$ cat config.mk
export PLATFORM = sky130hd
export DESIGN_NAME = cisup_top
export DESIGN_NICKNAME = d
export VERILOG_FILES = /design/src/cisup_pkg.sv /design/src/cisup_top.sv
export SDC_FILE = /design/constraint.sdc
export NUM_CORES = 1
export LEC_CHECK = 0
export ABC_AREA = 1
export CORE_MARGIN = 1
export CORE_UTILIZATION = 30
export CTS_BUF_LIST = sky130_fd_sc_hd__clkbuf_4
export DETAILED_ROUTE_END_ITERATION = 10
export DONT_BUFFER_PORTS = 1
export GPL_ROUTABILITY_DRIVEN = 0
export GPL_TIMING_DRIVEN = 0
export PLACE_DENSITY = 0.43
export REMOVE_ABC_BUFFERS = 1
export SETUP_SLACK_MARGIN = 0.2
export SLEW_MARGIN = 15
export SYNTH_ARGS = -nofsm -noshare
export SYNTH_HDL_FRONTEND = slang
export SYNTH_SLANG_ARGS = --single-unit
export TNS_END_PERCENT = 5
$ cat constraint.sdc
create_clock -name clk_in -period 3.3 [get_ports clk_in]
set_input_delay 0.66 -clock clk_in [delete_from_list [all_inputs] [get_ports clk_in]]
set_output_delay 0.66 -clock clk_in [all_outputs]
set_load 0.02 [all_outputs]
$ cat src/cisup_pkg.sv
/*
  package for the configuration integrity supervisor: states, timing
  constants and the carrier structs shared by the design.
  assumes a single 25 MHz system clock.
*/
`default_nettype none

package cisup_pkg;

  // --------------------------------------------------------------
  // timing
  // --------------------------------------------------------------
  localparam int unsigned CLK_HZ = 25_000_000;
  localparam int unsigned CASC_PULSE_MS = 250;
  localparam int unsigned CASC_PULSE_CYC = (CLK_HZ / 1000) * CASC_PULSE_MS;
  localparam int unsigned WDOG_MS = 100;
  localparam int unsigned WDOG_CYC = (CLK_HZ / 1000) * WDOG_MS;
  localparam int unsigned RST_HOLD_CYC = 16;

  // --------------------------------------------------------------
  // sizes
  // --------------------------------------------------------------
  localparam int unsigned CFG_WORDS = 16;
  localparam int unsigned CFG_AW = 4;
  localparam int unsigned LOG_ENTRIES = 8;
  localparam int unsigned LOG_AW = 3;
  localparam int unsigned DW = 16;
  localparam int unsigned CKW = 8;

  // --------------------------------------------------------------
  // status bits
  // --------------------------------------------------------------
  localparam int unsigned ST_CFG_BAD = 0;
  localparam int unsigned ST_FW_BAD = 1;
  localparam int unsigned ST_WDOG = 2;
  localparam int unsigned ST_PARAM_BAD = 3;
  localparam int unsigned ST_RESTAGE = 4;
  localparam int unsigned ST_READY = 5;
  localparam int unsigned STW = 8;

  localparam logic [DW-1:0] PARAM_MIN = 16'h0000;
  localparam logic [DW-1:0] PARAM_MAX = 16'h7FFF;
  localparam logic [DW-1:0] CFG_ERASED = 16'h0000;

  typedef enum logic [2:0] {
    CISUP_RESET   = 3'b000,
    CISUP_FW      = 3'b001,
    CISUP_CFG     = 3'b010,
    CISUP_LOG     = 3'b011,
    CISUP_RUN     = 3'b100,
    CISUP_FWFAIL  = 3'b101
  } cisup_state_type;

  // management bus write of one working parameter
  typedef struct packed {
    logic valid;
    logic pin_func;
    logic [CFG_AW-1:0] addr;
    logic [DW-1:0] data;
  } cisup_wr_type;

  // fault log entry as stored in nonvolatile storage
  typedef struct packed {
    logic [DW-1:0] data;
    logic [CKW-1:0] sum;
  } cisup_log_type;

endpackage

`default_nettype wire

$ cat src/cisup_top.sv
/*
  configuration integrity supervisor: power-up checksum sequence over
  firmware, configuration and fault log, firmware watchdog, cascade
  clock fail pulses, alert output and staged configuration updates.
  assumes the nonvolatile images are presented combinationally by an
  external store indexed by the address outputs, all on clk_in.
*/
`default_nettype none

module cisup_top
  import cisup_pkg::*;
#(
  parameter int unsigned WDOG_CYCLES = WDOG_CYC,
  parameter int unsigned PULSE_CYCLES = CASC_PULSE_CYC
) (
  input wire logic clk_in,                 // system clock, 25 MHz
  input wire logic arst_n_in,              // async reset, active low
  input wire logic [CKW-1:0] fw_sum_in,    // computed firmware checksum
  input wire logic [CKW-1:0] fw_ref_in,    // stored firmware checksum
  input wire logic [DW-1:0] nv_cfg_in,     // nv config word at cfg addr
  input wire logic [CKW-1:0] nv_cfg_ref_in, // stored config checksum
  input wire cisup_log_type nv_log_in,     // nv log entry at log addr
  input wire logic wdog_kick_in,           // firmware watchdog service
  input wire cisup_wr_type bus_wr_in,      // management bus write
  input wire logic [CFG_AW-1:0] rd_addr_in, // working config read addr
  input wire logic tck_in,                 // scan clock pin
  input wire logic tms_in,                 // scan mode select pin
  input wire logic tdi_in,                 // scan data in pin
  output logic tdo_out,                    // scan data out
  output logic [CFG_AW-1:0] nv_cfg_addr_out, // nv config fetch address
  output logic [LOG_AW-1:0] nv_log_addr_out, // nv log fetch address
  output logic [DW-1:0] rd_data_out,       // working config read data
  output logic [LOG_ENTRIES-1:0] log_valid_out, // kept log entries
  output logic [STW-1:0] status_out,       // status flags
  output logic host_alert_output_n_out,    // alert, active low, od
  output logic host_alert_oe_out,          // alert pin output enable
  output logic casc_clk_out,               // cascade clock pin level
  output logic casc_clk_oe_out,            // cascade clock enable
  output logic pins_oe_out,                // global io enable
  output logic param_reject_out            // bus write refused
);

  // ------------------------------------------------------------
  // input synchronisers for the scan pins
  // ------------------------------------------------------------
  logic [2:0] scan_s1, scan_s2;
  always_ff @(posedge clk_in or negedge arst_n_in) begin
    if (!arst_n_in) begin
      scan_s1 <= 3'h0;
      scan_s2 <= 3'h0;
    end else begin
      scan_s1 <= {tck_in, tms_in, tdi_in};
      scan_s2 <= scan_s1;
    end
  end

  // ------------------------------------------------------------
  // internal reset: watchdog or firmware mismatch restart
  // ------------------------------------------------------------
  cisup_state_type state, next_state;
  logic [$clog2(RST_HOLD_CYC+1)-1:0] hold_cnt;
  logic [$clog2(WDOG_CYCLES+1)-1:0] wdog_cnt;
  logic wdog_expire, fw_mismatch, soft_rst;

  assign wdog_expire = (state == CISUP_RUN) &&
    (wdog_cnt == $bits(wdog_cnt)'(WDOG_CYCLES - 1));
  assign fw_mismatch = (state == CISUP_FW) && (fw_sum_in != fw_ref_in);
  assign soft_rst = wdog_expire;

  always_ff @(posedge clk_in or negedge arst_n_in) begin
    if (!arst_n_in)
      wdog_cnt <= '0;
    else if (state != CISUP_RUN || wdog_kick_in)
      wdog_cnt <= '0;
    else
      wdog_cnt <= wdog_cnt + 1'b1;
  end

  // ------------------------------------------------------------
  // power-up verification sequence
  // ------------------------------------------------------------
  logic [CFG_AW-1:0] cfg_idx;
  logic [LOG_AW-1:0] log_idx;
  logic [CKW-1:0] cfg_acc;
  logic cfg_last, log_last;
  logic [CKW-1:0] cfg_acc_final;

  assign cfg_last = cfg_idx == CFG_AW'(CFG_WORDS - 1);
  assign log_last = log_idx == LOG_AW'(LOG_ENTRIES - 1);
  assign cfg_acc_final = cfg_acc + nv_cfg_in[CKW-1:0] + nv_cfg_in[DW-1:CKW];

  always_comb begin
    next_state = state;
    unique case (state)
      CISUP_RESET:
        if (hold_cnt == '0) next_state = CISUP_FW;
      CISUP_FW:
        if (fw_mismatch) next_state = CISUP_FWFAIL;
        else next_state = CISUP_CFG;
      CISUP_CFG:
        if (cfg_last) next_state = CISUP_LOG;
      CISUP_LOG:
        if (log_last) next_state = CISUP_RUN;
      CISUP_RUN:
        if (soft_rst) next_state = CISUP_RESET;
      CISUP_FWFAIL:
        if (hold_cnt == '0) next_state = CISUP_RESET;
      default:
        next_state = CISUP_RESET;
    endcase
  end

  always_ff @(posedge clk_in or negedge arst_n_in) begin
    if (!arst_n_in)
      state <= CISUP_RESET;
    else
      state <= next_state;
  end

  // hold counter: reset hold only; the cascade pulse width is timed by pulse_cnt
  always_ff @(posedge clk_in or negedge arst_n_in) begin
    if (!arst_n_in)
      hold_cnt <= $bits(hold_cnt)'(RST_HOLD_CYC);
    else if (state != CISUP_RESET && next_state == CISUP_RESET)
      hold_cnt <= $bits(hold_cnt)'(RST_HOLD_CYC);
    else if (hold_cnt != '0)
      hold_cnt <= hold_cnt - 1'b1;
  end

  // ------------------------------------------------------------
  // cascade clock fail pulses
  // ------------------------------------------------------------
  logic [$clog2(PULSE_CYCLES+1)-1:0] pulse_cnt;
  logic pulse_done;
  assign pulse_done = pulse_cnt == '0;

  always_ff @(posedge clk_in or negedge arst_n_in) begin
    if (!arst_n_in)
      pulse_cnt <= '0;
    // a running pulse is not restarted, so the fail loop leaves gaps
    else if (fw_mismatch && pulse_done)
      pulse_cnt <= $bits(pulse_cnt)'(PULSE_CYCLES);
    else if (!pulse_done)
      pulse_cnt <= pulse_cnt - 1'b1;
  end

  // the pulse outlives the short reset; repeated failures repeat it
  always_ff @(posedge clk_in or negedge arst_n_in) begin
    if (!arst_n_in) begin
      casc_clk_out <= 1'b0;
      casc_clk_oe_out <= 1'b0;
    end else begin
      casc_clk_out <= !pulse_done;
      casc_clk_oe_out <= !pulse_done;
    end
  end

  // ------------------------------------------------------------
  // configuration load and checksum
  // ------------------------------------------------------------
  logic [DW-1:0] work_cfg [CFG_WORDS];
  logic [CFG_WORDS-1:0] pin_pending;
  logic cfg_bad, cfg_bad_q;

  always_ff @(posedge clk_in or negedge arst_n_in) begin
    if (!arst_n_in) begin
      cfg_idx <= '0;
      cfg_acc <= '0;
    end else if (state == CISUP_CFG) begin
      cfg_idx <= cfg_idx + 1'b1;
      cfg_acc <= cfg_acc_final;
    end else begin
      cfg_idx <= '0;
      cfg_acc <= '0;
    end
  end

  assign cfg_bad = (state == CISUP_CFG) && cfg_last &&
    (cfg_acc_final != nv_cfg_ref_in);

  logic param_ok;
  assign param_ok = bus_wr_in.data >= PARAM_MIN &&
    bus_wr_in.data <= PARAM_MAX;

  // nv image is only copied at the verification pass
  always_ff @(posedge clk_in) begin
    if (state == CISUP_CFG)
      work_cfg[cfg_idx] <= nv_cfg_in;
    else if (state == CISUP_LOG && cfg_bad_q) begin
      for (int i = 0; i < CFG_WORDS; i++)
        work_cfg[i] <= CFG_ERASED;
    end else if (state == CISUP_RUN && bus_wr_in.valid && param_ok)
      work_cfg[bus_wr_in.addr] <= bus_wr_in.data;
  end

  always_ff @(posedge clk_in or negedge arst_n_in) begin
    if (!arst_n_in)
      cfg_bad_q <= 1'b0;
    else if (state == CISUP_CFG)
      cfg_bad_q <= cfg_bad;
  end

  // pin-function words are flagged until the next reset reloads them
  always_ff @(posedge clk_in or negedge arst_n_in) begin
    if (!arst_n_in)
      pin_pending <= '0;
    else if (state != CISUP_RUN)
      pin_pending <= '0;
    else if (bus_wr_in.valid && param_ok && bus_wr_in.pin_func)
      pin_pending[bus_wr_in.addr] <= 1'b1;
  end

  always_ff @(posedge clk_in or negedge arst_n_in) begin
    if (!arst_n_in)
      param_reject_out <= 1'b0;
    else
      param_reject_out <= bus_wr_in.valid && !param_ok;
  end

  always_ff @(posedge clk_in or negedge arst_n_in) begin
    if (!arst_n_in)
      rd_data_out <= '0;
    else
      rd_data_out <= work_cfg[rd_addr_in];
  end

  // ------------------------------------------------------------
  // fault log screening
  // ------------------------------------------------------------
  always_ff @(posedge clk_in or negedge arst_n_in) begin
    if (!arst_n_in)
      log_idx <= '0;
    else if (state == CISUP_LOG)
      log_idx <= log_idx + 1'b1;
    else
      log_idx <= '0;
  end

  always_ff @(posedge clk_in or negedge arst_n_in) begin
    if (!arst_n_in)
      log_valid_out <= '0;
    else if (state == CISUP_LOG)
      log_valid_out[log_idx] <= (nv_log_in.data[CKW-1:0] +
        nv_log_in.data[DW-1:CKW]) == nv_log_in.sum;
  end

  assign nv_cfg_addr_out = cfg_idx;
  assign nv_log_addr_out = log_idx;

  // ------------------------------------------------------------
  // status, alert and pin enables
  // ------------------------------------------------------------
  logic wdog_seen, fw_seen;
  always_ff @(posedge clk_in or negedge arst_n_in) begin
    if (!arst_n_in) begin
      wdog_seen <= 1'b0;
      fw_seen <= 1'b0;
    end else begin
      if (wdog_expire) wdog_seen <= 1'b1;
      if (fw_mismatch) fw_seen <= 1'b1;
    end
  end

  always_ff @(posedge clk_in or negedge arst_n_in) begin
    if (!arst_n_in) begin
      status_out <= '0;
      host_alert_output_n_out <= 1'b1;
      host_alert_oe_out <= 1'b0;
    end else begin
      status_out <= '0;
      status_out[ST_CFG_BAD] <= cfg_bad_q;
      status_out[ST_FW_BAD] <= fw_seen;
      status_out[ST_WDOG] <= wdog_seen;
      status_out[ST_PARAM_BAD] <= param_reject_out;
      status_out[ST_RESTAGE] <= |pin_pending;
      status_out[ST_READY] <= state == CISUP_RUN;
      host_alert_output_n_out <= !(cfg_bad_q && state == CISUP_RUN);
      host_alert_oe_out <= cfg_bad_q && state == CISUP_RUN;
    end
  end

  // ordinary reset: io released while not running
  assign pins_oe_out = state == CISUP_RUN;

  // ------------------------------------------------------------
  // boundary scan: bypass path only, no config access
  // ------------------------------------------------------------
  logic tck_q, bypass_bit;
  always_ff @(posedge clk_in or negedge arst_n_in) begin
    if (!arst_n_in) begin
      tck_q <= 1'b0;
      bypass_bit <= 1'b0;
      tdo_out <= 1'b0;
    end else begin
      tck_q <= scan_s2[2];
      if (scan_s2[2] && !tck_q)
        bypass_bit <= scan_s2[1] ? 1'b0 : scan_s2[0];
      if (!scan_s2[2] && tck_q)
        tdo_out <= bypass_bit;   // scan never writes work_cfg
    end
  end

endmodule

`default_nettype wire

Word level (Yosys, flattened, before mapping)
Memory sizes are Yosys's and may differ from the RTL's. A register that Yosys moved wholly into a read port is not among the register bits.
Index checks and enable logic that the tools add are counted.

operators by class
  $mul = 0
  reduce and logical (&&, ||, !) cells = 36
  $lt $le $gt $ge = 6
  shifts and indexed selects = 0
  bitwise logic cells = 1
  div/mod/pow operators = 0
  muxes and demuxes = 38
  add/sub/neg operators = 8
  equal/unequal tests = 13

operators with widths
  kind                     number
  $mux W16                 4
  $reduce_or A16 Y1        3
  $mux W23                 2
  $add A8 B8 Y8            3
  $logic_not A23 Y1        1
  $sub A23 B1 Y23 const B  1
  $add A22 B1 Y22 const B  1
  $eq A22 B22 Y1 const B   1
  $mux W22                 1
  $mux W3                  7
  $logic_and A1 B1 Y1      18
  $pmux W3 S6              1
  $ge A16 B1 Y1 const B    1
  $le A16 B15 Y1 const B   1
  $ne A8 B8 Y1             2
  $or A16 B16 Y16          1
  $mux W1                  14
  $mux W4                  3
  $mux W5                  2
  $eq A3 B3 Y1 const B     3
  $bwmux W8                1
  $eq A8 B8 Y1             1
  $mux W8                  1
  $eq A3 B2 Y1 const B     2
  20 further kinds         27

storage, ports and cells
  memories = 1
  word-level logic and storage cells = 125
  output and inout bits = 46
  bits of input ports = 96
  ROM bits = 0
  bits in latches = 0
  register bits after elaboration = 114
  RAM bits = 256

memories
  name      words  bits a word  read ports  clocked after Yosys merged registers in  write ports  RTL line          RTL
  work_cfg  16     16           1           1                                        16           cisup_top.sv:161  logic [DW-1:0] work_cfg [CFG_WORDS];

Depth between registers and ports, before layout
  depth after elaboration = 9
  gate-level depth with buffers = 15
  depth with buffers taken out = 15

Least setup slack after synthesis
No wires, ideal clock.

  path type = input port to flip-flop
  start = in nv_cfg_in[1]
  end = reg cfg_bad_q
  library setup time = 117 ps
  data required time = 3183 ps
  arrival = 2538 ps
  stages on the path = 13
  path buffers = 0
  setup slack = 645 ps
  cells stage by stage = fa_1 -> ha_1 -> inv_1 -> fa_1 -> nor2_1 -> nor2_1 -> nand3_1 -> nor2_1 -> nand3_1 -> a21oi_1 -> nand3_1 -> nand2_1 -> nand2_1

between the ends
  longest elaborated chain between the ends = 4

RTL lines
  what                        RTL line          RTL
  start, declared             cisup_top.sv:20   input wire logic [DW-1:0] nv_cfg_in,
  $add A8 B8 Y8 (2 in a row)  cisup_top.sv:90   assign cfg_acc_final = cfg_acc + nv_cfg_in[CKW-1:0] + nv_cfg_in[DW-1:CKW];
  $ne A8 B8 Y1                cisup_top.sv:179  (cfg_acc_final != nv_cfg_ref_in);
  $logic_and A1 B1 Y1         cisup_top.sv:178  assign cfg_bad = (state == CISUP_CFG) && cfg_last &&
  end signal, assigned        cisup_top.sv:200  cfg_bad_q <= cfg_bad;
  end, declared               cisup_top.sv:163  logic cfg_bad, cfg_bad_q;

Every way passes these cells.
A chain may end at the register's enable or synchronous reset.

==> impl_metrics.py <==
metrics = {
    "grt": {
        "antenna_found_initial": 1,
        "grt.total_usage_pct": 18.5,
        "grt_overflow_total": 0,
        "grt_pass1_wl_mm": 88.6,
        "grt_pass1_vias": 14800,
        "grt_max_degree": 193,
    },
    "sta": {
        "finalHoldViolations": 130,
        "period_minus_slack_ps": 3060,
        "relSlewSlack_pct": 31.3,
        "finalMaxSlewViolations": 0,
        "hold_ws_ps": -498,
        "setup_viol": 0,
        "finalClockSkew_ps": 61.2,
        "fmax_mhz": 326,
        "tightest_slew_ps": 1020,
        "rsz0062_at_grt": "true",
        "period_share_pct": 92.9,
    },
    "clock_network": {
        "cts-root-buf": "clkbuf_4",
        "numCtsBuffers": 111,
        "cts_tree": "yes",
        "cts.sinks": 386,
        "clk_pin_slew_ps": 60,
        "hold_buffers": 14,
        "clock_path_buffers": 3,
        "htreeDepth": 3,
        "postCtsSetupBuffers": 0,
        "insertion_delay_ps": 870,
    },
    "floorplan": {
        "coreArea_um2": 60200,
        "die_w_um": 249,
        "start_util_pct": 30.4,
        "ioPinCount": 142,
        "dieArea_um2": 61900,
        "dieHeight_um": 249,
        "row_count": 90,
    },
    "yosys": {
        "synth-xor-area-share_pct": 1.81,
        "netlist.area_leader.share_pct": 28.0,
        "synth_top_family_by_area": "simple AND/OR/NAND/NOR gates",
        "synth-simple-area-share_pct": 23.2,
        "synth_seq_cells": 386,
        "synth_common_cells": "nor2_1 (639), o21ai_0 (327), dfxtp_1 (256)",
        "syn-cell-area_um2": 18300,
        "yosysTopAreaCell": "dfxtp_1",
        "synth_cell_types": 46,
        "synth.most_common_cell": "nor2_1",
        "synth-main-ff-cell": "dfxtp_1",
        "synth_adder_area_share_pct": 2.35,
        "async_reset_ff_share_pct": 33.7,
        "ys.warnings.count": 0,
        "synth_mux_area_share_pct": 3.50,
        "synth_area_leaders": "dfxtp_1 (28%), dfrtp_1 (18%), nor2_1 (13%), o21ai_0 (9.0%), nand2_1 (5.0%)",
        "syn_inst": 2444,
        "synth_edf_count": 0,
        "synth-compound-area-share_pct": 16.3,
        "syn_area_per_cell_um2": 7.48,
        "synth-seq-area-share_pct": 45.8,
    },
    "placement": {
        "place_hpwl_mm": 35.7,
        "dp.cells": 3102,
        "port_buffers": 0,
    },
    "critical_path": {
        "critPathKind": "reg -> reg",
        "crit_path_cell_trace": "inv_2 -> nor3_4 -> nand2_8 -> o21ai_2 -> nand2_1 -> nor2_2 -> o21ai_0 -> nor2_1",
        "crit_fanout": 26,
        "timing.reg2reg.setup_slack_ps": 240,
        "slowest_delay_ps": 740,
        "critical_path.slowest_cell": "nor2_2",
        "cp.arrival_ps": 3850,
        "endpoint_kind": "flip-flop",
        "cp.required_ps": 4080,
        "crit_path_start_kind": "flip-flop",
    },
    "min_path": {
        "hold_path.class": "in -> async",
    },
    "run_status": {
        "outcome": "finished, violations left",
        "violations": "hold timing",
    },
    "detailed_routing": {
        "first_pass_iters": 5,
        "vias": 16100,
        "drt_iter0_markers": 1186,
        "wirelength_mm": 58.0,
        "via_per_inst": 4.86,
        "post-route-drc-count": 0,
        "antenna_left": 0,
        "avgRoutedWirePerCell_um": 17.5,
    },
    "finish": {
        "fin_cells": 3313,
        "finalNetCount": 2572,
        "syn_to_final_growth_pct": 12.8,
        "drive_gt1_share_pct": 10.7,
    },
    "power": {
        "leakagePower_nw": 8.84,
        "cellPowerDensity_nw_per_um2": 578,
        "ir_worst_vdd_mv": 0.388,
    },
    "flow_run": {
        "cap_violations": 0,
    },
}
worst paths after layout:
kind                             startpoint  cells after the start         endpoint
setup / recovery                   state[2]                      8  work_cfg[3][15]
hold / removal                    arst_n_in                      0  rd_data_out[12]
max in group asynchronous         arst_n_in                      0      hold_cnt[4]
setup reg to reg                   state[2]                      8  work_cfg[3][15]
min in group clk_in        nv_cfg_ref_in[7]                      4        cfg_bad_q
hold reg to reg                  scan_s1[1]                      0       scan_s2[1]
stage by stage:
stage	total power, mW	setup slack, ps	cell area (µm²)	util, %	setup TNS, ps
3_3_place_gp	7.35	-4580	18700	31.1	-979140
5_1_grt	12.7	-3.50	20600	34.2	-3.50
2_1_floorplan	6.82	-686	17800	-	-174920
3_5_place_dp	7.40	-314	18800	31.3	-2120
6_report	11.9	235	20600	34.2	0
4_1_cts	12.1	78.5	20400	33.9	0
layer usage:
layer  vias to the layer above  part of all wire, %  routed length (µm)  track usage, %
li1                       8060                    -                   -               -
met1                      7506                   46               26900            26.1
met2                       452                   44               25700            27.7
met3                        88                  7.0                4060            3.93
met4                         0                  2.3                1360            6.94
met5                         -                    0                   0               0
what timing repair did:
action | 4_1_cts | 5_1_grt
endpoints found under the setup margin | 97 | 263
resized for setup | 4 | 60
pin swaps | 0 | 4
endpoints found under the hold margin | 169 | 130
cloned | 0 | 0
registers in the layout (all words and copies together) (netlist names), 3 cells and up:
register / cells
work_cfg: 256
rd_data_out: 16
scan_s2: 3
wdog_cnt: 22
pulse_cnt: 23
pin_pending: 16
status_out: 6
cfg_acc: 8
log_valid_out: 8
scan_s1: 3
nv_cfg_addr_out: 4
state: 3
hold_cnt: 5
nv_log_addr_out: 3
cell type report:
cell class | count | area [µm²]
inverters | 202 | 791
diodes | 2 | 5.00
multi-input cells | 1728 | 8810
clock inverters | 30 | 180
well taps | 782 | 978
repair buffers | 18 | 234
clock buffers | 165 | 1240
fillers | 6461 | 39600
flip-flops and latches | 386 | 8380
cells by family after synthesis:
family | after synthesis
other | 1
muxes | 64
AOI/OAI and AO/OA | 552
adders and majority gates | 29
xor gates and xnor gates | 36
and+or+nand+nor | 1045
DFF | 386
buffers and inverters | 331
placed cells by master (no fill, tap or decap), types with 64 or more instances in the layout:
master	count
clkbuf_4	165
a21oi_1	107
nand2_1	217
inv_1	182
o21ai_0	326
mux2i_1	64
o211ai_1	65
dfxtp_1	256
dfrtp_1	127
nand3_1	66
nor2_1	637
power by group:
| part | total [mW] | leakage (nW) | internal (mW) | switching, mW |
|---|---|---|---|---|
| clock | 4.54 | 0.848 | 2.42 | 2.12 |
| combinational | 1.85 | 4.29 | 0.614 | 1.24 |
| sequential | 5.53 | 3.70 | 5.22 | 0.303 |
worst max-delay path, delay by kind of cell, from the launching register on:
| family | cells | cell delay, ps |
|---|---|---|
| and+or+nand+nor | 5 | 1970 |
| buffers and inverters | 1 | 60 |
| AOI/OAI and AO/OA | 2 | 540 |
| DFF | 1 | 410 |
Power figures use the tool's default switching activity.
